**config.mk**
```make
export PLATFORM = sky130hd
export DESIGN_NAME = chgmc_top
export DESIGN_NICKNAME = d
export VERILOG_FILES = /design/src/verilog/chgmc_pkg.sv /design/src/verilog/chgmc_top.sv /design/src/verilog/chgmc_sync.sv /design/src/verilog/chgmc_current.sv
export SDC_FILE = /design/constraint.sdc
export NUM_CORES = 1
export LEC_CHECK = 0
export ABC_AREA = 0
export BUFFER_PORTS_ARGS = -buffer_cell sky130_fd_sc_hd__buf_4
export CORE_MARGIN = 1.5
export CORE_UTILIZATION = 30
export DETAILED_ROUTE_END_ITERATION = 10
export PLACE_DENSITY = 0.42
export SLEW_MARGIN = 25
export SYNTH_ARGS = -nofsm -noshare
export SYNTH_HDL_FRONTEND = slang
export SYNTH_SLANG_ARGS = --single-unit
```
**constraint.sdc**
```tcl
create_clock -name clock_i -period 3.4 [get_ports clock_i]
set_input_delay 0.34 -clock clock_i [delete_from_list [all_inputs] [get_ports clock_i]]
set_output_delay 0.34 -clock clock_i [all_outputs]
set_load 0.02 [all_outputs]
```
**src/verilog/chgmc_pkg.sv**
```systemverilog
package chgmc_pkg;

  // Register offsets.
  localparam logic [7:0] CHGMC_MODE_CONTROL_OFS = 8'h00;
  localparam logic [7:0] CHGMC_SYSTEM_CONFIG_OFS = 8'h01;
  localparam logic [7:0] CHGMC_CHARGE_SCALE_OFS = 8'h18;

  // Field positions in mode_control.
  localparam int CHGMC_WD_SERVICE_POS = 0;
  localparam int CHGMC_CHARGE_FORCE_POS = 1;
  localparam int CHGMC_STANDBY_FORCE_POS = 2;
  localparam int CHGMC_BOOST_FORCE_POS = 3;

  // Field positions in system_config.
  localparam int CHGMC_WD_SEL_POS = 0;
  localparam int CHGMC_SHORT_SEL_POS = 2;
  localparam int CHGMC_PRE_SEL_POS = 4;

  // Values after reset.
  localparam logic [7:0] CHGMC_MODE_CONTROL_RST = 8'h00;
  localparam logic [7:0] CHGMC_SYSTEM_CONFIG_RST = 8'h00;
  localparam logic [6:0] CHGMC_CHARGE_SCALE_RST = 7'h64;

  // Watchdog timeout codes and periods in seconds.
  localparam logic [1:0] CHGMC_WD_OFF = 2'h0;
  localparam logic [8:0] CHGMC_WD_T1_S = 9'd80;
  localparam logic [8:0] CHGMC_WD_T2_S = 9'd160;
  localparam logic [8:0] CHGMC_WD_T3_S = 9'd320;

  // Clock rate and the one second watchdog tick.
  localparam longint CHGMC_CLK_HZ = 50_000_000;
  localparam longint CHGMC_TICK_S = 1;
  localparam int CHGMC_TICK_CYCLES = int'(CHGMC_CLK_HZ * CHGMC_TICK_S);

  // Charge current percentages.
  localparam logic [6:0] CHGMC_PCT_MIN = 7'h01;
  localparam logic [6:0] CHGMC_PCT_MAX = 7'h64;
  localparam logic [6:0] CHGMC_PRE_STEP = 7'h05;

  // Charge phases by battery voltage region.
  typedef enum logic [2:0] {
    CHGMC_PH_DEAD = 3'h0,
    CHGMC_PH_SHORT = 3'h1,
    CHGMC_PH_PRE = 3'h2,
    CHGMC_PH_FAST = 3'h3,
    CHGMC_PH_DONE = 3'h4
  } chgmc_phase_t;

  // Operating modes, one-hot.
  typedef enum logic [4:0] {
    CHGMC_ST_STANDBY = 5'b00001,
    CHGMC_ST_CHARGE = 5'b00010,
    CHGMC_ST_BOOST = 5'b00100,
    CHGMC_ST_FAULT = 5'b01000,
    CHGMC_ST_STORAGE = 5'b10000
  } chgmc_state_t;

endpackage : chgmc_pkg

```
**src/verilog/chgmc_top.sv**
```systemverilog
// Notes on behaviour
// A written one to the service bit restarts the watchdog count from zero.
// Watchdog timeout enters fault mode and switches the converter off.
// The service bit clears itself one cycle after being written to one.
// Timeout field picks 80, 160 or 320 s; value 00 disables the watchdog.
// In standby the watchdog never runs, whatever the timeout field says.
// Standby clears the count; leaving for charge or boost restarts counting.
// A host-less system must program the timeout field to 00.
// Charging after power-on starts in the phase the battery region selects.
// Charge mode is entered only from standby.
// Boost and charge requested together from standby: boost wins.
// The synchronised charge-request level requests or withdraws charge mode.
// Charge-force set enters charge regardless of the request pin.
// Standby-force set forces standby and blocks charge and boost.
// Boost pin and boost bit cannot end charge mode.
// Charge returns to standby only on pin low with force clear, or standby-force.
// Charge to boost always passes through standby.
// Entering storage mode ends charging unconditionally.
// Charge current follows the battery voltage region.
// Fast current is the scale value in percent of the hardware maximum.
// The scale register stores any 7-bit value exactly as written.
// Scale zero reads zero while 1 percent is applied.
// Scale above 0x64 reads as written while 100 percent is applied.
// The watchdog counts seconds from a prescaled system clock tick.
// Request pins are synchronised before the mode controller uses them.
`timescale 1ns/1ps
module chgmc_top #(
  parameter int TICK_CYCLES = chgmc_pkg::CHGMC_TICK_CYCLES
) (
  input wire logic clock_i,
  input wire logic rst_b_i,
  input wire logic reg_wr_i,
  input wire logic reg_rd_i,
  input wire logic [7:0] reg_addr_i,
  input wire logic [7:0] reg_wdata_i,
  output logic [7:0] reg_rdata_o,
  input wire logic charge_request_pin_i,
  input wire logic boost_out_request_n_i,
  input wire logic storage_request_i,
  input wire logic above_dead_batt_thresh_i,
  input wire logic above_short_batt_thresh_i,
  input wire logic above_low_batt_thresh_i,
  input wire logic above_termination_voltage_i,
  output chgmc_pkg::chgmc_state_t mode_o,
  output logic converter_en_o,
  output chgmc_pkg::chgmc_phase_t charge_phase_o,
  output logic [6:0] charge_pct_o,
  output logic dead_batt_current_o
);
  import chgmc_pkg::*;

  if (TICK_CYCLES < 2) begin : g_tick_chk
    $error("chgmc_top: TICK_CYCLES must be at least 2.");
  end

  ////////////////////////////////////////////////////////////////////////////
  // Input synchronisers.

  logic [6:0] pins_sync;
  logic chg_pin;
  logic boost_req_pin;
  logic ship_req;
  logic above_dead;
  logic above_short;
  logic above_low;
  logic above_term;

  chgmc_sync #(
    .WIDTH(7)
  ) u_sync (
    .clock_i(clock_i),
    .rst_b_i(rst_b_i),
    .async_i({charge_request_pin_i, ~boost_out_request_n_i, storage_request_i,
              above_dead_batt_thresh_i, above_short_batt_thresh_i,
              above_low_batt_thresh_i, above_termination_voltage_i}),
    .level_o(pins_sync)
  );

  assign {chg_pin, boost_req_pin, ship_req, above_dead, above_short, above_low,
          above_term} = pins_sync;

  ////////////////////////////////////////////////////////////////////////////
  // Registers.

  logic wd_service_reg;
  logic charge_force_reg;
  logic standby_force_reg;
  logic boost_force_reg;
  logic [7:0] system_config_reg;
  logic [6:0] charge_scale_reg;
  logic wr_mode;
  logic wr_cfg;
  logic wr_scale;

  assign wr_mode = reg_wr_i && (reg_addr_i == CHGMC_MODE_CONTROL_OFS);
  assign wr_cfg = reg_wr_i && (reg_addr_i == CHGMC_SYSTEM_CONFIG_OFS);
  assign wr_scale = reg_wr_i && (reg_addr_i == CHGMC_CHARGE_SCALE_OFS);

  always_ff @(posedge clock_i or negedge rst_b_i) begin
    if (!rst_b_i) begin
      wd_service_reg <= CHGMC_MODE_CONTROL_RST[CHGMC_WD_SERVICE_POS];
      charge_force_reg <= CHGMC_MODE_CONTROL_RST[CHGMC_CHARGE_FORCE_POS];
      standby_force_reg <= CHGMC_MODE_CONTROL_RST[CHGMC_STANDBY_FORCE_POS];
      boost_force_reg <= CHGMC_MODE_CONTROL_RST[CHGMC_BOOST_FORCE_POS];
    end else if (wr_mode) begin
      wd_service_reg <= reg_wdata_i[CHGMC_WD_SERVICE_POS];
      charge_force_reg <= reg_wdata_i[CHGMC_CHARGE_FORCE_POS];
      standby_force_reg <= reg_wdata_i[CHGMC_STANDBY_FORCE_POS];
      boost_force_reg <= reg_wdata_i[CHGMC_BOOST_FORCE_POS];
    end else begin
      wd_service_reg <= 1'b0;
    end
  end

  always_ff @(posedge clock_i or negedge rst_b_i) begin
    if (!rst_b_i) begin
      system_config_reg <= CHGMC_SYSTEM_CONFIG_RST;
    end else if (wr_cfg) begin
      system_config_reg <= reg_wdata_i;
    end
  end

  always_ff @(posedge clock_i or negedge rst_b_i) begin
    if (!rst_b_i) begin
      charge_scale_reg <= CHGMC_CHARGE_SCALE_RST;
    end else if (wr_scale) begin
      charge_scale_reg <= reg_wdata_i[6:0];
    end
  end

  // Read data is registered; unmapped offsets read zero.
  always_ff @(posedge clock_i or negedge rst_b_i) begin
    if (!rst_b_i) begin
      reg_rdata_o <= 8'h00;
    end else if (reg_rd_i) begin
      unique case (reg_addr_i)
        CHGMC_MODE_CONTROL_OFS: reg_rdata_o <= {4'h0, boost_force_reg, standby_force_reg,
                                                charge_force_reg, wd_service_reg};
        CHGMC_SYSTEM_CONFIG_OFS: reg_rdata_o <= system_config_reg;
        CHGMC_CHARGE_SCALE_OFS: reg_rdata_o <= {1'b0, charge_scale_reg};
        default: reg_rdata_o <= 8'h00;
      endcase
    end
  end

  ////////////////////////////////////////////////////////////////////////////
  // Watchdog.

  logic [1:0] wd_sel;
  logic [8:0] wd_limit;
  logic [31:0] tick_cnt_reg;
  logic [8:0] wd_sec_reg;
  logic wd_active;
  logic wd_expire;
  logic tick;
  chgmc_state_t state_reg;
  chgmc_state_t state_next;

  assign wd_sel = system_config_reg[CHGMC_WD_SEL_POS +: 2];

  always_comb begin
    unique case (wd_sel)
      2'h1: wd_limit = CHGMC_WD_T1_S;
      2'h2: wd_limit = CHGMC_WD_T2_S;
      2'h3: wd_limit = CHGMC_WD_T3_S;
      default: wd_limit = 9'h000;
    endcase
  end

  // Runs only in charge or boost mode with a non-zero timeout code.
  assign wd_active = (wd_sel != CHGMC_WD_OFF) &&
                     (state_reg == CHGMC_ST_CHARGE || state_reg == CHGMC_ST_BOOST);
  assign tick = (tick_cnt_reg == 32'(TICK_CYCLES - 1));
  assign wd_expire = wd_active && !wd_service_reg && (wd_sec_reg >= wd_limit);

  always_ff @(posedge clock_i or negedge rst_b_i) begin
    if (!rst_b_i) begin
      tick_cnt_reg <= 32'h0000_0000;
    end else if (!wd_active || wd_service_reg || tick || state_next == CHGMC_ST_STANDBY) begin
      tick_cnt_reg <= 32'h0000_0000;
    end else begin
      tick_cnt_reg <= tick_cnt_reg + 32'h0000_0001;
    end
  end

  always_ff @(posedge clock_i or negedge rst_b_i) begin
    if (!rst_b_i) begin
      wd_sec_reg <= 9'h000;
    end else if (!wd_active || state_next == CHGMC_ST_STANDBY) begin
      wd_sec_reg <= 9'h000;
    end else if (wd_service_reg) begin
      wd_sec_reg <= 9'h000;
    end else if (tick && wd_sec_reg < wd_limit) begin
      wd_sec_reg <= wd_sec_reg + 9'h001;
    end
  end

  ////////////////////////////////////////////////////////////////////////////
  // Mode controller.

  logic boost_req;
  logic charge_req;

  assign boost_req = boost_req_pin || boost_force_reg;
  assign charge_req = chg_pin || charge_force_reg; // see

  always_comb begin
    state_next = state_reg;
    unique case (state_reg)
      CHGMC_ST_STANDBY: begin
        if (ship_req) begin
          state_next = CHGMC_ST_STORAGE;
        end else if (standby_force_reg) begin
          state_next = CHGMC_ST_STANDBY;
        end else if (boost_req) begin
          state_next = CHGMC_ST_BOOST;
        end else if (charge_req) begin
          state_next = CHGMC_ST_CHARGE; // see
        end
      end
      CHGMC_ST_CHARGE: begin
        if (ship_req) begin
          state_next = CHGMC_ST_STORAGE;
        end else if (wd_expire) begin
          state_next = CHGMC_ST_FAULT;
        end else if (standby_force_reg || !charge_req) begin
          state_next = CHGMC_ST_STANDBY; // see see
        end
      end
      CHGMC_ST_BOOST: begin
        if (ship_req) begin
          state_next = CHGMC_ST_STORAGE;
        end else if (wd_expire) begin
          state_next = CHGMC_ST_FAULT;
        end else if (standby_force_reg || !boost_req) begin
          state_next = CHGMC_ST_STANDBY;
        end
      end
      CHGMC_ST_FAULT: begin
        if (ship_req) begin
          state_next = CHGMC_ST_STORAGE;
        end else if (standby_force_reg) begin
          state_next = CHGMC_ST_STANDBY;
        end
      end
      CHGMC_ST_STORAGE: begin
        if (!ship_req) begin
          state_next = CHGMC_ST_STANDBY;
        end
      end
      default: state_next = CHGMC_ST_STANDBY;
    endcase
  end

  always_ff @(posedge clock_i or negedge rst_b_i) begin
    if (!rst_b_i) begin
      state_reg <= CHGMC_ST_STANDBY;
    end else begin
      state_reg <= state_next;
    end
  end

  assign mode_o = state_reg;

  always_ff @(posedge clock_i or negedge rst_b_i) begin
    if (!rst_b_i) begin
      converter_en_o <= 1'b0;
    end else begin
      converter_en_o <= (state_next == CHGMC_ST_CHARGE) ||
                        (state_next == CHGMC_ST_BOOST);
    end
  end

  ////////////////////////////////////////////////////////////////////////////
  // Charge current selection.

  chgmc_phase_t phase;
  logic [6:0] pct;

  chgmc_current u_current (
    .above_dead_i(above_dead),
    .above_short_i(above_short),
    .above_low_i(above_low),
    .above_term_i(above_term),
    .short_sel_i(system_config_reg[CHGMC_SHORT_SEL_POS +: 2]),
    .pre_sel_i(system_config_reg[CHGMC_PRE_SEL_POS +: 2]),
    .scale_i(charge_scale_reg),
    .phase_o(phase),
    .pct_o(pct)
  );

  // Current is applied only in charge mode; zero otherwise.
  always_ff @(posedge clock_i or negedge rst_b_i) begin
    if (!rst_b_i) begin
      charge_phase_o <= CHGMC_PH_DEAD;
      charge_pct_o <= 7'h00;
      dead_batt_current_o <= 1'b0;
    end else if (state_reg == CHGMC_ST_CHARGE) begin
      charge_phase_o <= phase;
      charge_pct_o <= pct;
      dead_batt_current_o <= (phase == CHGMC_PH_DEAD);
    end else begin
      charge_phase_o <= CHGMC_PH_DEAD;
      charge_pct_o <= 7'h00;
      dead_batt_current_o <= 1'b0;
    end
  end
endmodule : chgmc_top

```
**src/verilog/chgmc_sync.sv**
```systemverilog
`timescale 1ns/1ps
module chgmc_sync #(
  parameter int WIDTH = 1
) (
  input wire logic clock_i,
  input wire logic rst_b_i,
  input wire logic [WIDTH-1:0] async_i,
  output logic [WIDTH-1:0] level_o
);

  logic [WIDTH-1:0] ff1_reg;
  logic [WIDTH-1:0] ff2_reg;
  logic [WIDTH-1:0] ff3_reg;

  if (WIDTH < 1) begin : g_width_chk
    $error("chgmc_sync: WIDTH must be at least 1.");
  end

  // Three stages; a bit changes once the last two stages agree.
  always_ff @(posedge clock_i or negedge rst_b_i) begin
    if (!rst_b_i) begin
      ff1_reg <= '0;
      ff2_reg <= '0;
      ff3_reg <= '0;
      level_o <= '0;
    end else begin
      ff1_reg <= async_i;
      ff2_reg <= ff1_reg;
      ff3_reg <= ff2_reg;
      for (int i = 0; i < WIDTH; i++) begin
        if (ff2_reg[i] == ff3_reg[i]) begin
          level_o[i] <= ff3_reg[i];
        end
      end
    end
  end

endmodule : chgmc_sync

```
**src/verilog/chgmc_current.sv**
```systemverilog
`timescale 1ns/1ps
module chgmc_current (
  input wire logic above_dead_i,
  input wire logic above_short_i,
  input wire logic above_low_i,
  input wire logic above_term_i,
  input wire logic [1:0] short_sel_i,
  input wire logic [1:0] pre_sel_i,
  input wire logic [6:0] scale_i,
  output chgmc_pkg::chgmc_phase_t phase_o,
  output logic [6:0] pct_o
);
  import chgmc_pkg::*;

  // Picks the phase and the share of the hardware maximum.
  always_comb begin
    phase_o = CHGMC_PH_DEAD;
    pct_o = 7'h00;
    if (above_term_i) begin
      phase_o = CHGMC_PH_DONE;
    end else if (above_low_i) begin
      phase_o = CHGMC_PH_FAST;
      if (scale_i == 7'h00) begin
        pct_o = CHGMC_PCT_MIN;
      end else if (scale_i > CHGMC_PCT_MAX) begin
        pct_o = CHGMC_PCT_MAX;
      end else begin
        pct_o = scale_i;
      end
    end else if (above_short_i) begin
      phase_o = CHGMC_PH_PRE;
      pct_o = 7'(CHGMC_PRE_STEP * ({5'h00, pre_sel_i} + 7'h01));
    end else if (above_dead_i) begin
      phase_o = CHGMC_PH_SHORT;
      pct_o = 7'(7'h01 << short_sel_i);
    end
  end

endmodule : chgmc_current

```
Word level (Yosys, flattened, before mapping)
Cells that the tools add are included.
{"block": "totals", "register_bits": 113, "inputBits": 27, "out_inout_bits": 25, "wordCells": 114}
{"block": "classes", "add_sub_neg": 3, "multipliers": 1, "magnitude_cmp": 3, "n_eq_ne": 21, "shift": 1, "mux": 34, "bitwise_logic": 1, "reduce_logical": 26}
{"cell": "$mux 5", "count": 13}
{"cell": "$mux 7", "count": 7}
{"cell": "$add 32x1->32 const B", "count": 1}
{"cell": "$eq 32x26->1 const B", "count": 1}
{"cell": "$mux 32", "count": 1}
{"cell": "$mux 9", "count": 3}
{"cell": "$pmux 9 s3", "count": 1}
{"cell": "$pmux 5 s5", "count": 1}
{"cell": "$pmux 8 s3", "count": 1}
{"cell": "$mux 3", "count": 4}
{"cell": "$eq 5x1->1 const B", "count": 2}
{"cell": "$eq 5x2->1 const B", "count": 2}
{"cell": "$eq 5x3->1 const B", "count": 2}
{"cell": "$logic_or 1x1->1", "count": 10}
{"cell": "$add 9x1->9 const B", "count": 1}
{"cell": "$ge 9x9->1", "count": 1}
{"cell": "$lt 9x9->1", "count": 1}
{"cell": "$eq 8x1->1 const B", "count": 1}
{"cell": "$eq 8x5->1 const B", "count": 1}
{"cell": "$logic_not 8->1", "count": 1}
{"cell": "$eq 1x1->1", "count": 7}
{"cell": "$gt 7x7->1 const B", "count": 1}
{"cell": "$logic_and 1x1->1", "count": 7}
{"cell": "$logic_not 7->1", "count": 1}
{"cell": "13 further kinds", "count": 19}

Logic depth before layout (Yosys ltp)
Gate-level depths: netlist of the first run.
{"block": "logic_depth", "ltp_word": 11, "ltp_mapped": 10, "mapped_depth_nobuf": 8}

Modules after synthesis
A second synthesis of the first run with hierarchy kept.
{"block": "hier_totals", "cells_unflattened": 491, "area_unflattened_um2": 5248.8}
{"mod": "chgmc_top", "n_inst": 1, "cells_per_inst": 414, "area_per_inst_um2": 4196.5, "seq_area_each_um2": 2132.0}
{"mod": "chgmc_sync", "n_inst": 1, "cells_per_inst": 35, "area_per_inst_um2": 779.5, "seq_area_each_um2": 700.7}
{"mod": "chgmc_current", "n_inst": 1, "cells_per_inst": 42, "area_per_inst_um2": 272.8, "seq_area_each_um2": 0.0}

Worst setup path before layout of the first run
No wires, ideal clock.
{"block": "synth_path", "kind": "register -> register", "startpoint": "reg state_reg[3] (netlist: mode_o[3])", "endpoint": "reg wd_sec_reg[7]", "setup_time_ns": 0.130, "t_arrival_ns": 2.134, "t_required_ns": 3.270, "path_slack_ns": 1.136, "path_stages_with_launch": 8, "path_buffers": 2, "period_less_slack_ns": 2.264, "path_cell_list": "dfrtp_1 > clkbuf_1 > or3_1 > or3_1 > or4_1 > nand2_2 > buf_6 > a21oi_1"}
{"block": "synth_via", "elab_chain_cells": 11, "word_cells_on_any_way": 28, "cone_classes": "eq/ne (6); mux (15); reduce/logical (7)"}
{"element": "from (decl)", "line": "chgmc_top.sv:156", "rtl": "chgmc_state_t state_reg;"}
{"element": "from (signal assigned)", "line": "chgmc_top.sv:259", "rtl": "state_reg <= state_next;"}
{"element": "$eq 5x2->1 / $eq 5x3->1 (equally long branches)", "line": "chgmc_top.sv:172, chgmc_top.sv:209"}
{"element": "$logic_or 1x1->1", "line": "chgmc_top.sv:172", "rtl": "(state_reg == CHGMC_ST_CHARGE || state_reg == CHGMC_ST_BOOST);"}
{"element": "$logic_and 1x1->1", "line": "chgmc_top.sv:171", "rtl": "assign wd_active = (wd_sel != CHGMC_WD_OFF) &&"}
{"element": "$logic_and 1x1->1 (2 in series)", "line": "chgmc_top.sv:174", "rtl": "assign wd_expire = wd_active && !wd_service_reg && (wd_sec_reg >= wd_limit);"}
{"element": "$mux 5, on equally long branches", "line": "chgmc_top.sv:233, chgmc_top.sv:224"}
{"element": "$mux 5, on equally long branches", "line": "chgmc_top.sv:231, chgmc_top.sv:222"}
{"element": "$pmux 5 s5", "line": "chgmc_top.sv:209", "rtl": "unique case (state_reg)"}
{"element": "$eq 5x1->1", "line": "chgmc_top.sv:189", "rtl": "end else if (!wd_active || state_next == CHGMC_ST_STANDBY) begin"}
{"element": "$logic_or 1x1->1 (*)", "line": "chgmc_top.sv:189"}
{"element": "$reduce_bool 3->1 (no source line) / $mux 9 (equally long branches)"}
{"element": "to (signal assigned)", "line": "chgmc_top.sv:194", "rtl": "wd_sec_reg <= wd_sec_reg + 9'h001;"}
{"element": "to (decl)", "line": "chgmc_top.sv:152", "rtl": "logic [8:0] wd_sec_reg;"}
Every way passes the cells marked *; elsewhere a longest branch is shown, timed or not.
A chain may end at the register's enable or synchronous reset.

Worst setup path in the final report of the first run
{"block": "layout_path", "startpoint": "reg system_config_reg[0]", "endpoint": "reg wd_sec_reg[6]"}
{"block": "layout_via", "elab_chain_cells": 10, "word_cells_on_any_way": 21, "cone_classes": "order compare (2); eq/ne (4); mux (7); reduce/logical (8)"}
{"element": "from (decl)", "line": "chgmc_top.sv:89", "rtl": "logic [7:0] system_config_reg;"}
{"element": "from (signal assigned)", "line": "chgmc_top.sv:119", "rtl": "system_config_reg <= reg_wdata_i;"}
{"element": "$eq 2x2->1 (tied with other cells)", "line": "chgmc_top.sv:162", "rtl": "unique case (wd_sel)"}
{"element": "$pmux 9 s3 / $logic_and 1x1->1 (equally long branches)", "line": "chgmc_top.sv:162, chgmc_top.sv:171"}
{"element": "$ge 9x9->1 / $logic_and 1x1->1 (equally long branches)", "line": "chgmc_top.sv:174"}
{"element": "$logic_and 1x1->1", "line": "chgmc_top.sv:174"}
{"element": "$mux 5, on equally long branches", "line": "chgmc_top.sv:233, chgmc_top.sv:224"}
{"element": "$mux 5, on equally long branches", "line": "chgmc_top.sv:231, chgmc_top.sv:222"}
{"element": "$pmux 5 s5", "line": "chgmc_top.sv:209"}
{"element": "$eq 5x1->1", "line": "chgmc_top.sv:189"}
{"element": "$logic_or 1x1->1", "line": "chgmc_top.sv:189"}
{"element": "$reduce_bool 3->1 (no source line) / $mux 9 (equally long branches)"}
Several ways; a longest one is shown, not always the timed one.

==> impl_table.tex, run 1 <==
\begin{tabular}{lr}
\hline
Metric & Value \\
\hline
\multicolumn{2}{l}{\textbf{Outcome}} \\
\quad Outcome & finished, final reports clean \\
\multicolumn{2}{l}{\textbf{Setup path}} \\
\quad Worst Setup Start Kind & flop \\
\quad Signal arrival time at the worst endpoint & between 2 and 3 ns \\
\quad CP delay by family, top & simple AND/OR/NAND/NOR gates \\
\quad Critical path type & reg2reg \\
\quad Bufs and invs on worst path & 1 \\
\quad Nature of the critical path endpoint & flop \\
\quad Critical path required time & around 3.7 ns \\
\quad CP dominant cell by count & sky130\_fd\_sc\_hd\_\_or4\_1 \\
\quad Critical path cell sequence & inv\_1, nand2\_1, ha\_1, nand4\_1, o221ai\_1, or4\_1, or4\_1, a21oi\_1 \\
\quad Critical path's largest stage delay & 0.66 ns \\
\quad Slowest cell on crit path & sky130\_fd\_sc\_hd\_\_or4\_1 \\
\quad Peak fanout along the critical path & 16 \\
\multicolumn{2}{l}{\textbf{STA}} \\
\quad Period Utilization, post-route & 0.781 \\
\quad Final Hold Vio Count & 0 \\
\quad Achievable Freq & about 380 MHz \\
\quad Transition time of the tightest slew-check pin & a little under 0.8 ns \\
\quad Final setup viols & 0 \\
\quad Unrepaired setup endpoints after global routing & no \\
\quad Normalized max-slew margin & 0.481 \\
\quad Setup\_tns & 0 ns \\
\quad Clock tree skew after final layout & about 0.0085 ns \\
\quad Final-report max-slew violation count & 0 \\
\quad Final min period & $\sim$2.7 ns \\
\quad Final hold slack & $\sim$0.029 ns \\
\multicolumn{2}{l}{\textbf{Floorplanning}} \\
\quad Die Span Y & between 100 and 150 um \\
\quad Core area & 16600 um\^{}2 \\
\quad Die Outline Area & 17900 um\^{}2 \\
\quad Rows & 47 \\
\quad DIE WIDTH & approximately 130 um \\
\quad Initial cell density of the core & 0.308 \\
\quad Io pins & 52 \\
\multicolumn{2}{l}{\textbf{Synth}} \\
\quad Primary FF master, synth & sky130\_fd\_sc\_hd\_\_dfrtp\_1 \\
\quad Largest area contributor in the synthesized netlist & sky130\_fd\_sc\_hd\_\_dfrtp\_1 \\
\quad Synthesized instance count & $\sim$470 \\
\quad Count of state elements after synthesis & around 110 \\
\quad Async set-or-reset flop fraction in the synthesized netlist & 1.00 \\
\quad Post-synthesis instance area & between 5000 and 6000 um\^{}2 \\
\quad Number of flops mapped to enable cells by yosys & 0 \\
\quad Number of distinct library cells after synthesis & 54 \\
\quad Share of the synthesized area in the top cell type & 0.532 \\
\quad Mean area per synthesized cell & between 10 and 15 um\^{}2 \\
\quad Compound-Gate Fraction of Synth Area & 0.0805 \\
\quad Fraction of synthesized cell area in xor and xnor cells & 0.0529 \\
\quad Post-Synth Adder-Cell Area & 0.0380 \\
\quad Cell types with the largest area share after synthesis & sky130\_fd\_sc\_hd\_\_dfrtp\_1 (53\%), sky130\_fd\_sc\_hd\_\_xor2\_1 (4.1\%), sky130\_fd\_sc\_hd\_\_nor2\_1 (4.0\%) \\
\quad YS warnings & 0 \\
\quad Mapped Nets & 510 \\
\quad Multiplexer share of the synthesized area & 0.0393 \\
\quad Dominant combinational cell family by area after synthesis & simple AND/OR/NAND/NOR gates \\
\quad Sequential-to-total area share from yosys stat & 0.552 \\
\quad Simple-gate share of the synthesized area & 0.209 \\
\multicolumn{2}{l}{\textbf{GRT}} \\
\quad Pin count of the biggest net entering global routing & 64 \\
\quad GR Overflow Total & 0 \\
\quad Global-route wire length before repair & roughly 19 mm \\
\quad Antenna violations before repair & 0 \\
\quad Vias in the first global route & 3541 \\
\quad Global-route total usage across every layer & 0.138 \\
\multicolumn{2}{l}{\textbf{Routing}} \\
\quad Aggregate routed wire length & 11.5 mm \\
\quad Total via count in the routed design & about 3700 \\
\quad Detailed-routing iteration count for the pre-antenna-repair pass & 5 \\
\quad Vias per cell & 4.80 \\
\quad Number of design-rule violations left by the first detailed-router iteration & 139 \\
\quad WL per Instance & $\sim$15 um \\
\quad Count of nets left with antenna violations after detail routing & 0 \\
\quad Post-route DRC violation count & 0 \\
\multicolumn{2}{l}{\textbf{Clock tree}} \\
\quad Total CTS buffers & 17 \\
\quad Clock root cell & sky130\_fd\_sc\_hd\_\_clkbuf\_16 \\
\quad Clk buf depth & 2 \\
\quad Number of H-tree levels & 4 \\
\quad Clock insertion delay at the later pin of the skew report & about 0.4 ns \\
\quad Clk sink count & between 100 and 150 \\
\quad Clock-pin slew on the worst setup and hold paths & about 0.06 ns \\
\quad Number of hold buffers added after cts & 1 \\
\quad \# Post-CTS Setup Buffers & 0 \\
\quad CTS tree & done \\
\quad Post\_cts resized & 0 \\
\multicolumn{2}{l}{\textbf{Power}} \\
\quad Worst IR Drop VDD & about 0.33 mV \\
\quad Power density over the cells & about 560 nW/um\^{}2 \\
\quad Cell leakage power & between 2 and 3 nW \\
\quad Post-layout power & around 3.5 mW \\
\multicolumn{2}{l}{\textbf{Layout}} \\
\quad Number of flip-flops under the largest register name & 32 \\
\quad Nets@finish & about 570 \\
\quad Relative area change from synthesis to final layout & 23.1\% \\
\quad Layout Utilization & 0.380 \\
\quad Ratio of cells with drive above 1 in the final layout & 0.212 \\
\quad Antenna Diode Count & 0 \\
\multicolumn{2}{l}{\textbf{Place}} \\
\quad Count of input and output buffers & 51 \\
\quad Post-DP HPWL & 7.90 mm \\
\quad GP Congestion & $\sim$0.81 \\
\multicolumn{2}{l}{\textbf{Min path}} \\
\quad Hold Path Class & in2reg \\
\multicolumn{2}{l}{\textbf{Job}} \\
\quad Max-Cap Viols & 0 \\
\hline
\end{tabular}
synthesized netlist by cell type, types with 9 or more instances:
| cell | n |
|---|---|
| sky130_fd_sc_hd__dfrtp_1 | 109 |
| sky130_fd_sc_hd__nor2_1 | 54 |
| sky130_fd_sc_hd__nand2_1 | 29 |
| sky130_fd_sc_hd__xor2_1 | 24 |
| sky130_fd_sc_hd__a21oi_1 | 23 |
| sky130_fd_sc_hd__o21ai_0 | 21 |
| sky130_fd_sc_hd__nand3_1 | 20 |
| sky130_fd_sc_hd__mux2_2 | 17 |
| sky130_fd_sc_hd__inv_1 | 15 |
| sky130_fd_sc_hd__nand4_1 | 14 |
| sky130_fd_sc_hd__ha_1 | 10 |
| sky130_fd_sc_hd__clkbuf_1 | 9 |
| sky130_fd_sc_hd__or3_1 | 9 |
cells in the final DEF (no fill, tap or decap), types with 3 or more instances in the layout:
cell type / netlist / layout
sky130_fd_sc_hd__dfrtp_1: 109 / 109
sky130_fd_sc_hd__nor2_1: 54 / 54
sky130_fd_sc_hd__buf_4: 0 / 53
sky130_fd_sc_hd__nand2_1: 29 / 29
sky130_fd_sc_hd__xor2_1: 24 / 24
sky130_fd_sc_hd__a21oi_1: 23 / 23
sky130_fd_sc_hd__o21ai_0: 21 / 21
sky130_fd_sc_hd__nand3_1: 20 / 20
sky130_fd_sc_hd__mux2_2: 17 / 17
sky130_fd_sc_hd__clkbuf_16: 0 / 17
sky130_fd_sc_hd__inv_1: 15 / 15
sky130_fd_sc_hd__nand4_1: 14 / 14
sky130_fd_sc_hd__ha_1: 10 / 10
sky130_fd_sc_hd__or3_1: 9 / 9
sky130_fd_sc_hd__nor3_1: 8 / 8
sky130_fd_sc_hd__nor2b_1: 8 / 8
sky130_fd_sc_hd__nor4_1: 8 / 8
sky130_fd_sc_hd__and3_1: 8 / 8
sky130_fd_sc_hd__xnor2_1: 7 / 7
sky130_fd_sc_hd__a22oi_1: 7 / 7
sky130_fd_sc_hd__maj3_1: 7 / 7
sky130_fd_sc_hd__or4_1: 6 / 6
sky130_fd_sc_hd__clkinv_4: 0 / 5
sky130_fd_sc_hd__and4_1: 4 / 4
sky130_fd_sc_hd__dfstp_2: 4 / 4
sky130_fd_sc_hd__clkinvlp_4: 0 / 4
sky130_fd_sc_hd__a21o_1: 3 / 3
sky130_fd_sc_hd__and2_1: 3 / 3
sky130_fd_sc_hd__nor4b_1: 3 / 3
sky130_fd_sc_hd__o22ai_1: 3 / 3
sky130_fd_sc_hd__o31ai_1: 3 / 3
sky130_fd_sc_hd__inv_6: 0 / 3
cell families (layout without fill, tap and decap cells):
logic type | Yosys count | count (layout)
AOI/OAI and AO/OA | 70 | 70
xor gates and xnor gates | 31 | 31
adders and majority gates | 17 | 17
buffers and inverters | 31 | 101
DFF | 113 | 113
muxes | 18 | 18
and+or+nand+nor | 193 | 193
worst register-to-register path: stages (launching register included):
cell and delay [ns]:
sky130_fd_sc_hd__dfrtp_1 0.41, sky130_fd_sc_hd__inv_1 0.13, sky130_fd_sc_hd__nand2_1 0.10, sky130_fd_sc_hd__ha_1 0.30
sky130_fd_sc_hd__nand4_1 0.12, sky130_fd_sc_hd__o221ai_1 0.17, sky130_fd_sc_hd__or4_1 0.66, sky130_fd_sc_hd__or4_1 0.54
sky130_fd_sc_hd__a21oi_1 0.16
worst paths after layout:
kind	start	end	slack (ns)	cells past startpoint
setup / recovery	system_config_reg[0]	wd_sec_reg[6]	0.74	8
hold / removal	above_short_batt_thresh_i	u_sync.ff1_reg[2]	0.03	1
setup reg to reg	system_config_reg[0]	wd_sec_reg[6]	0.74	8
hold reg to reg	u_sync.ff1_reg[0]	u_sync.ff2_reg[0]	0.35	0
max in group asynchronous	rst_b_i	charge_scale_reg[2]	2.08	3
min in group asynchronous	rst_b_i	u_sync.level_o[5]	0.51	2
metal layers:
metal,up-vias,GRT usage,wire length [um]
met5,-,0,0
met4,0,0.0453,116
met3,7,0.0427,465
met2,56,0.200,5050
met1,1784,0.195,5870
li1,1812,-,-
metrics by stage:
step	setup WS, ns	instance area, um^2	cells
final	0.744	6320	763
after global routing	0.518	6320	763
after CTS	0.753	6320	763
after detailed placement	0.763	5740	731
after global placement	0.883	5740	731
after floorplan	1.14	5130	473
layout make-up:
cell class / count / area (um^2)
Clock buffer: 18 / 439
Clock inverter: 13 / 130
Fill cell: 1644 / 10300
Inverter: 15 / 56.3
Multi-Input combinational cell: 329 / 2150
Sequential cell: 113 / 2830
Tap cell: 220 / 275
Timing Repair Buffer: 55 / 428
power by group:
part           internal, mW  switching (mW)  total, mW
clock                  1.03           0.666       1.70
sequential             1.41          0.0805       1.49
combinational         0.144           0.208      0.351
Power figures use the tool's default switching activity.
==> inputs of run 2 (changes only) <==
Settings changed: PLACE_DENSITY 0.42 to 0.44.
Clock period 3.4 ns to 2.4 ns, I/O delays scaled along.
==> run 2 against run 1 <==
  * The run now ends with setup timing left
  * Setup slack got worse by 0.76 ns
  * Non-clock buffer count grew 43
  * Hold slack gained 0.033 ns
  * Global-route usage increased by 0.33 points
  * Routed wire length increased by 0.64%
  * Die area unchanged
  * First-iteration DRC count rose by 77%
  * Clock skew hardly changed
  * Clock-buffer cell count down 1
  * Fmax up 9.7%
  * Sequential power up 40%
  * Critical path type unchanged
  * Flip-flop and latch count stayed put
==> impl_table.tex, run 2 (synthesized netlist as in run 1, its figures left out) <==
\begin{tabular}{lr}
\hline
Metric & Value \\
\hline
\multicolumn{2}{l}{\textbf{Clock tree}} \\
\quad Clk buf depth & 2 \\
\quad Number of H-tree levels & 4 \\
\quad Clock-pin slew on the worst setup and hold paths & about 0.050 ns \\
\quad Clock insertion delay at the later pin of the skew report & around 0.4 ns \\
\quad Total CTS buffers & 17 \\
\quad Clk sink count & $\sim$110 \\
\quad CTS tree & done \\
\quad Clock root cell & sky130\_fd\_sc\_hd\_\_clkbuf\_16 \\
\multicolumn{2}{l}{\textbf{Min path}} \\
\quad Hold Path Class & in2reg \\
\quad Launch point of the worst hold path & reg\_wdata\_i[7] \\
\quad Hold Path End & system\_config\_reg[7] \\
\quad Min-Delay Path Depth & 2 \\
\multicolumn{2}{l}{\textbf{Floorplanning}} \\
\quad Initial cell density of the core & 0.308 \\
\quad Die Span Y & around 130 um \\
\quad Io pins & between 50 and 60 \\
\quad DIE WIDTH & 134 um \\
\quad Core area & roughly 17000 um\^{}2 \\
\quad Die Outline Area & approximately 18000 um\^{}2 \\
\quad Rows & between 40 and 50 \\
\multicolumn{2}{l}{\textbf{Setup path}} \\
\quad Slowest cell on crit path & sky130\_fd\_sc\_hd\_\_or4\_4 \\
\quad Worst Setup Start Kind & flop \\
\quad Critical path type & reg2reg \\
\quad CP delay by family, top & simple AND/OR/NAND/NOR gates \\
\quad Signal arrival time at the worst endpoint & roughly 2.8 ns \\
\quad Depth of the worst register-to-register path & 8 \\
\quad CP dominant cell by count & sky130\_fd\_sc\_hd\_\_or4\_4 \\
\quad Destination of the worst register-to-register timing path & wd\_sec\_reg[6] \\
\quad Critical path required time & approximately 2.7 ns \\
\quad Critical path's largest stage delay & approximately 0.59 ns \\
\quad R2R Setup Slk & -0.02 ns \\
\quad Nature of the critical path endpoint & flop \\
\quad Critical path cell sequence & inv\_2, nand2\_4, ha\_4, nand4\_1, o221ai\_2, or4\_4, or4\_4, a21oi\_2 \\
\quad Bufs and invs on worst path & 1 \\
\quad Reg-to-Reg Start & system\_config\_reg[0] \\
\quad Peak fanout along the critical path & 7 \\
\multicolumn{2}{l}{\textbf{Layout}} \\
\quad Relative area change from synthesis to final layout & 31.6\% \\
\quad Ratio of cells with drive above 1 in the final layout & 0.283 \\
\quad Number of flip-flops under the largest register name & 32 \\
\quad Commonest cells after routing, fill and taps aside & sky130\_fd\_sc\_hd\_\_dfrtp\_1 (108), sky130\_fd\_sc\_hd\_\_buf\_4 (86), sky130\_fd\_sc\_hd\_\_nor2\_1 (54) \\
\quad Commonest non-fill, non-tap cell in the layout & sky130\_fd\_sc\_hd\_\_dfrtp\_1 \\
\quad Antenna Diode Count & 0 \\
\quad Nets@finish & about 610 \\
\quad Layout Utilization & 0.406 \\
\multicolumn{2}{l}{\textbf{Place}} \\
\quad GP Congestion & 0.786 \\
\quad Count of input and output buffers & between 50 and 60 \\
\quad Post-DP HPWL & between 8 and 9 mm \\
\multicolumn{2}{l}{\textbf{STA}} \\
\quad Final-report max-slew violation count & 0 \\
\quad Period Utilization, post-route & 1.01 \\
\quad Final setup viols & 1 \\
\quad Final Hold Vio Count & 0 \\
\quad Clock tree skew after final layout & slightly above 0.008 ns \\
\quad Transition time of the tightest slew-check pin & 0.604 ns \\
\quad Unrepaired setup endpoints after global routing & yes \\
\quad Final setup slack of the worst path & -0.0200 ns \\
\quad Normalized max-slew margin & 0.595 \\
\quad Achievable Freq & between 400 and 500 MHz \\
\quad Final min period & 2.42 ns \\
\multicolumn{2}{l}{\textbf{Power}} \\
\quad Worst IR Drop VDD & 0.461 mV \\
\quad Cell leakage power & around 2.9 nW \\
\quad Power density over the cells & between 700 and 800 nW/um\^{}2 \\
\quad Post-layout power & between 5 and 6 mW \\
\multicolumn{2}{l}{\textbf{GRT}} \\
\quad Antenna violations before repair & 0 \\
\quad Pin count of the biggest net entering global routing & 47 \\
\quad Vias in the first global route & slightly below 4000 \\
\quad Global-route wire length before repair & 19.8 mm \\
\quad Global-route total usage across every layer & 0.141 \\
\quad GR Overflow Total & 0 \\
\multicolumn{2}{l}{\textbf{Routing}} \\
\quad Total via count in the routed design & about 3900 \\
\quad Vias per cell & around 4.8 \\
\quad Number of design-rule violations left by the first detailed-router iteration & between 200 and 250 \\
\quad WL per Instance & roughly 14 um \\
\quad Detailed-routing iteration count for the pre-antenna-repair pass & 4 \\
\quad Post-route DRC violation count & 0 \\
\quad Count of nets left with antenna violations after detail routing & 0 \\
\quad Aggregate routed wire length & between 10 and 15 mm \\
\multicolumn{2}{l}{\textbf{Outcome}} \\
\quad Failing checks & setup timing \\
\quad Outcome & complete, but fails checks \\
\multicolumn{2}{l}{\textbf{Job}} \\
\quad Max-Cap Viols & 0 \\
\hline
\end{tabular}
run 2: cell type report:
| class | instances | area (um^2) |
|---|---|---|
| clock inverters | 15 | 134 |
| inverters | 15 | 56.3 |
| well taps | 220 | 275 |
| multi-input cells | 329 | 2250 |
| fillers | 1605 | 9890 |
| repair buffers | 98 | 782 |
| flip-flops and latches | 113 | 2830 |
| clock buffers | 17 | 425 |
run 2: routing by layer:
metal,GRT usage,wire length (um)
met5,0,0
met4,0.0616,194
met3,0.0374,414
met2,0.212,5230
met1,0.193,5730
run 2: how the worst max path moves through the flow:
stage,start,end,slack [ns],cells after the start
finish,system_config_reg[0],wd_sec_reg[6],-0.02,8
global route,system_config_reg[0],wd_sec_reg[6],-0.08,8
detailed placement,system_config_reg[0],wd_sec_reg[3],-0.05,9
CTS,system_config_reg[0],wd_sec_reg[3],0.01,9
global placement,system_config_reg[0],wd_sec_reg[5],0.04,9
floorplan,mode_o[3],wd_sec_reg[7],0.14,7
run 2: per-stage QoR:
step | cell area [um^2] | worst slack, ns | std cells | hold WS [ns] | setup TNS (ns)
2_1_floorplan | 5130 | 0.136 | 473 | -0.0556 | 0
3_3_place_gp | 5980 | 0.0404 | 762 | 0.286 | 0
3_5_place_dp | 5980 | -0.0493 | 762 | 0.293 | -0.128
4_1_cts | 6630 | 0.0137 | 802 | 0.0431 | 0
5_1_grt | 6750 | -0.0780 | 807 | 0.0465 | -0.194
6_report | 6750 | -0.0200 | 807 | 0.0612 | -0.0200
run 2: power by group:
group	switching, mW	internal, mW	total [mW]
clock network	0.939	1.43	2.37
registers	0.0860	2.00	2.08
logic	0.345	0.277	0.622
run 2: timing repair:
item / 4_1_cts / 5_1_grt
cloned: 0 / 1
resized for setup: 1 / 16
pin swaps: 0 / 13
hold buffers: 8 / 0
endpoints found under the setup margin: 6 / 7
buffers inserted: 0 / 4
hold endpoints to repair: 50 / 0
==> inputs of run 3 (changes only) <==
Settings changed: HOLD_SLACK_MARGIN set to 0.1.
==> run 3 against run 2 <==
  * Cell area is 1.3% higher
  * Via count is 1.1% higher
  * Critical endpoint unchanged
  * Critical path type unchanged
  * Clock power is essentially flat
  * The flow still finishes with violations (setup timing)
  * Highest routed layer unchanged
  * Utilization is 0.54 points higher
  * First-iteration DRC count increased by 6.1%
==> impl_table.tex, run 3 (synthesized netlist as in run 1, its figures left out) <==
\begin{tabular}{lr}
\hline
Metric & Value \\
\hline
\multicolumn{2}{l}{\textbf{Outcome}} \\
\quad Outcome & complete, but fails checks \\
\quad Failing checks & setup timing \\
\multicolumn{2}{l}{\textbf{STA}} \\
\quad Achievable Freq & 413 MHz \\
\quad Normalized max-slew margin & 0.595 \\
\quad Final min period & 2.42 ns \\
\quad Unrepaired setup endpoints after global routing & yes \\
\quad Period Utilization, post-route & 1.01 \\
\quad Final-report max-slew violation count & 0 \\
\quad Final setup viols & 1 \\
\quad Clock tree skew after final layout & just over 0.008 ns \\
\quad Final setup slack of the worst path & -0.0191 ns \\
\quad Transition time of the tightest slew-check pin & around 0.6 ns \\
\quad Final Hold Vio Count & 0 \\
\multicolumn{2}{l}{\textbf{Layout}} \\
\quad Layout Utilization & 0.411 \\
\quad Register area & $\sim$2800 um\^{}2 \\
\quad Nets@finish & 620 \\
\quad Post-route standard cell area excluding fillers & just under 7000 um\^{}2 \\
\quad Area occupied by multi-input gates & about 2200 um\^{}2 \\
\quad Ratio of cells with drive above 1 in the final layout & 0.279 \\
\quad Antenna Diode Count & 0 \\
\quad Commonest cells after routing, fill and taps aside & sky130\_fd\_sc\_hd\_\_dfrtp\_1 (108), sky130\_fd\_sc\_hd\_\_buf\_4 (86), sky130\_fd\_sc\_hd\_\_nor2\_1 (54) \\
\quad Commonest non-fill, non-tap cell in the layout & sky130\_fd\_sc\_hd\_\_dfrtp\_1 \\
\quad Number of flip-flops under the largest register name & 32 \\
\quad Relative area change from synthesis to final layout & 33.4\% \\
\quad Filler instances & around 1600 \\
\multicolumn{2}{l}{\textbf{GRT}} \\
\quad Pin count of the biggest net entering global routing & 47 \\
\quad Global-route total usage across every layer & 0.142 \\
\quad Global-route wire length before repair & roughly 20 mm \\
\quad GR Overflow Total & 0 \\
\quad Vias in the first global route & a little under 4000 \\
\quad Antenna violations before repair & 0 \\
\multicolumn{2}{l}{\textbf{Place}} \\
\quad Dpl ws & -0.0493 ns \\
\quad Post-DP HPWL & just over 8 mm \\
\quad Count of input and output buffers & slightly above 50 \\
\quad Placed Area & about 6000 um\^{}2 \\
\quad GP Congestion & a little under 0.8 \\
\multicolumn{2}{l}{\textbf{Power}} \\
\quad Worst IR Drop VDD & about 0.46 mV \\
\quad Power density over the cells & around 740 nW/um\^{}2 \\
\quad Cell leakage power & just under 3 nW \\
\multicolumn{2}{l}{\textbf{Floorplanning}} \\
\quad Core area & between 15000 and 20000 um\^{}2 \\
\quad Rows & 47 \\
\quad Initial cell density of the core & 0.308 \\
\quad Die Outline Area & roughly 18000 um\^{}2 \\
\quad Die Span Y & about 130 um \\
\quad DIE WIDTH & $\sim$130 um \\
\quad Io pins & between 50 and 60 \\
\multicolumn{2}{l}{\textbf{Clock tree}} \\
\quad Clk buf depth & 2 \\
\quad CTS tree & done \\
\quad Number of H-tree levels & 4 \\
\quad Total CTS buffers & 17 \\
\quad Clock-pin slew on the worst setup and hold paths & 0.05 ns \\
\quad Clk sink count & 113 \\
\quad Clock insertion delay at the later pin of the skew report & 0.41 ns \\
\quad Clock root cell & sky130\_fd\_sc\_hd\_\_clkbuf\_16 \\
\multicolumn{2}{l}{\textbf{Routing}} \\
\quad Count of nets left with antenna violations after detail routing & 0 \\
\quad Uppermost layer routed & met4 \\
\quad Wire length on met1 & roughly 5.8 mm \\
\quad Number of design-rule violations left by the first detailed-router iteration & 261 \\
\quad Met2 wirelength from detailed routing & 5.25 mm \\
\quad Detailed-routing iteration count for the pre-antenna-repair pass & 4 \\
\quad Vias per cell & between 4 and 5 \\
\quad Met3 wirelength from detailed routing & 411 um \\
\quad WL per Instance & 14.3 um \\
\quad Aggregate routed wire length & roughly 12 mm \\
\quad Total via count in the routed design & just under 4000 \\
\quad Post-route DRC violation count & 0 \\
\multicolumn{2}{l}{\textbf{Setup path}} \\
\quad Worst Setup Start Kind & flop \\
\quad Critical path required time & around 2.7 ns \\
\quad Peak fanout along the critical path & 7 \\
\quad Nature of the critical path endpoint & flop \\
\quad Critical path type & reg2reg \\
\quad Signal arrival time at the worst endpoint & around 2.8 ns \\
\multicolumn{2}{l}{\textbf{Min path}} \\
\quad Hold Path Class & in2reg \\
\multicolumn{2}{l}{\textbf{Job}} \\
\quad Max-Cap Viols & 0 \\
\hline
\end{tabular}
## run 3: final cells by class
| class | instances | share of cell area |
|---|---|---|
| Clock inverter | 15 | 0.0196 |
| Timing Repair Buffer | 107 | 0.127 |
| Clock buffer | 17 | 0.0622 |
| Tap cell | 220 | 0.0402 |
| Multi-Input combinational cell | 329 | 0.328 |
| Sequential cell | 113 | 0.414 |
| Inverter | 15 | 0.00823 |
## run 3: worst paths after layout
path | startpoint | to | slack [ns] | depth (start not counted)
worst min register to register | u_sync.ff1_reg[2] | u_sync.ff2_reg[2] | 0.35 | 0
worst max register to register | system_config_reg[0] | wd_sec_reg[6] | -0.02 | 8
worst max-delay path | system_config_reg[0] | wd_sec_reg[6] | -0.02 | 8
min in group asynchronous | rst_b_i | charge_phase_o[1] | 0.38 | 2
max in group asynchronous | rst_b_i | charge_scale_reg[6] | 1.24 | 3
worst min-delay path | reg_wr_i | wd_service_reg | 0.27 | 3
## run 3: timing repair
| action | 4_1_cts | 5_1_grt |
|---|---|---|
| cloned | 0 | 1 |
| hold endpoints to repair | 69 | 0 |
| buffers inserted | 0 | 4 |
| gates resized for setup | 1 | 16 |
| hold buffers | 17 | 0 |
| setup endpoints to repair | 6 | 7 |
| pin swaps | 0 | 13 |
## run 3: metal layers
| layer | vias to the layer above | GRT usage |
|---|---|---|
| li1 | 1919 | - |
| met2 | 65 | 0.212 |
| met4 | 0 | 0.0616 |
| met5 | - | 0 |
| met3 | 15 | 0.0370 |
| met1 | 1923 | 0.193 |
## run 3: worst max-delay path, cell delays in order (launching register included)
cell                       delay, ns
sky130_fd_sc_hd__dfrtp_1        0.41
sky130_fd_sc_hd__inv_2          0.12
sky130_fd_sc_hd__nand2_4        0.08
sky130_fd_sc_hd__ha_4           0.21
sky130_fd_sc_hd__nand4_1        0.13
sky130_fd_sc_hd__o221ai_2       0.13
sky130_fd_sc_hd__or4_4          0.59
sky130_fd_sc_hd__or4_4          0.56
sky130_fd_sc_hd__a21oi_2        0.12
## run 3: through the flow
stage               cells  setup TNS [ns]  hold WS, ns  total power [mW]
finish                816         -0.0191        0.273              5.08
global route          816          -0.194        0.311              5.34
CTS                   811               0        0.263              5.16
detailed placement    762          -0.128        0.293              2.72
global placement      762               0        0.286              2.72
floorplan             473               0      -0.0556              2.45
## run 3: power by group
part	switching (mW)	leakage (nW)	internal, mW
Clock	0.941	0.258	1.43
Combinational	0.347	1.21	0.286
Sequential	0.0861	1.49	2.00
Total	1.37	2.96	3.71
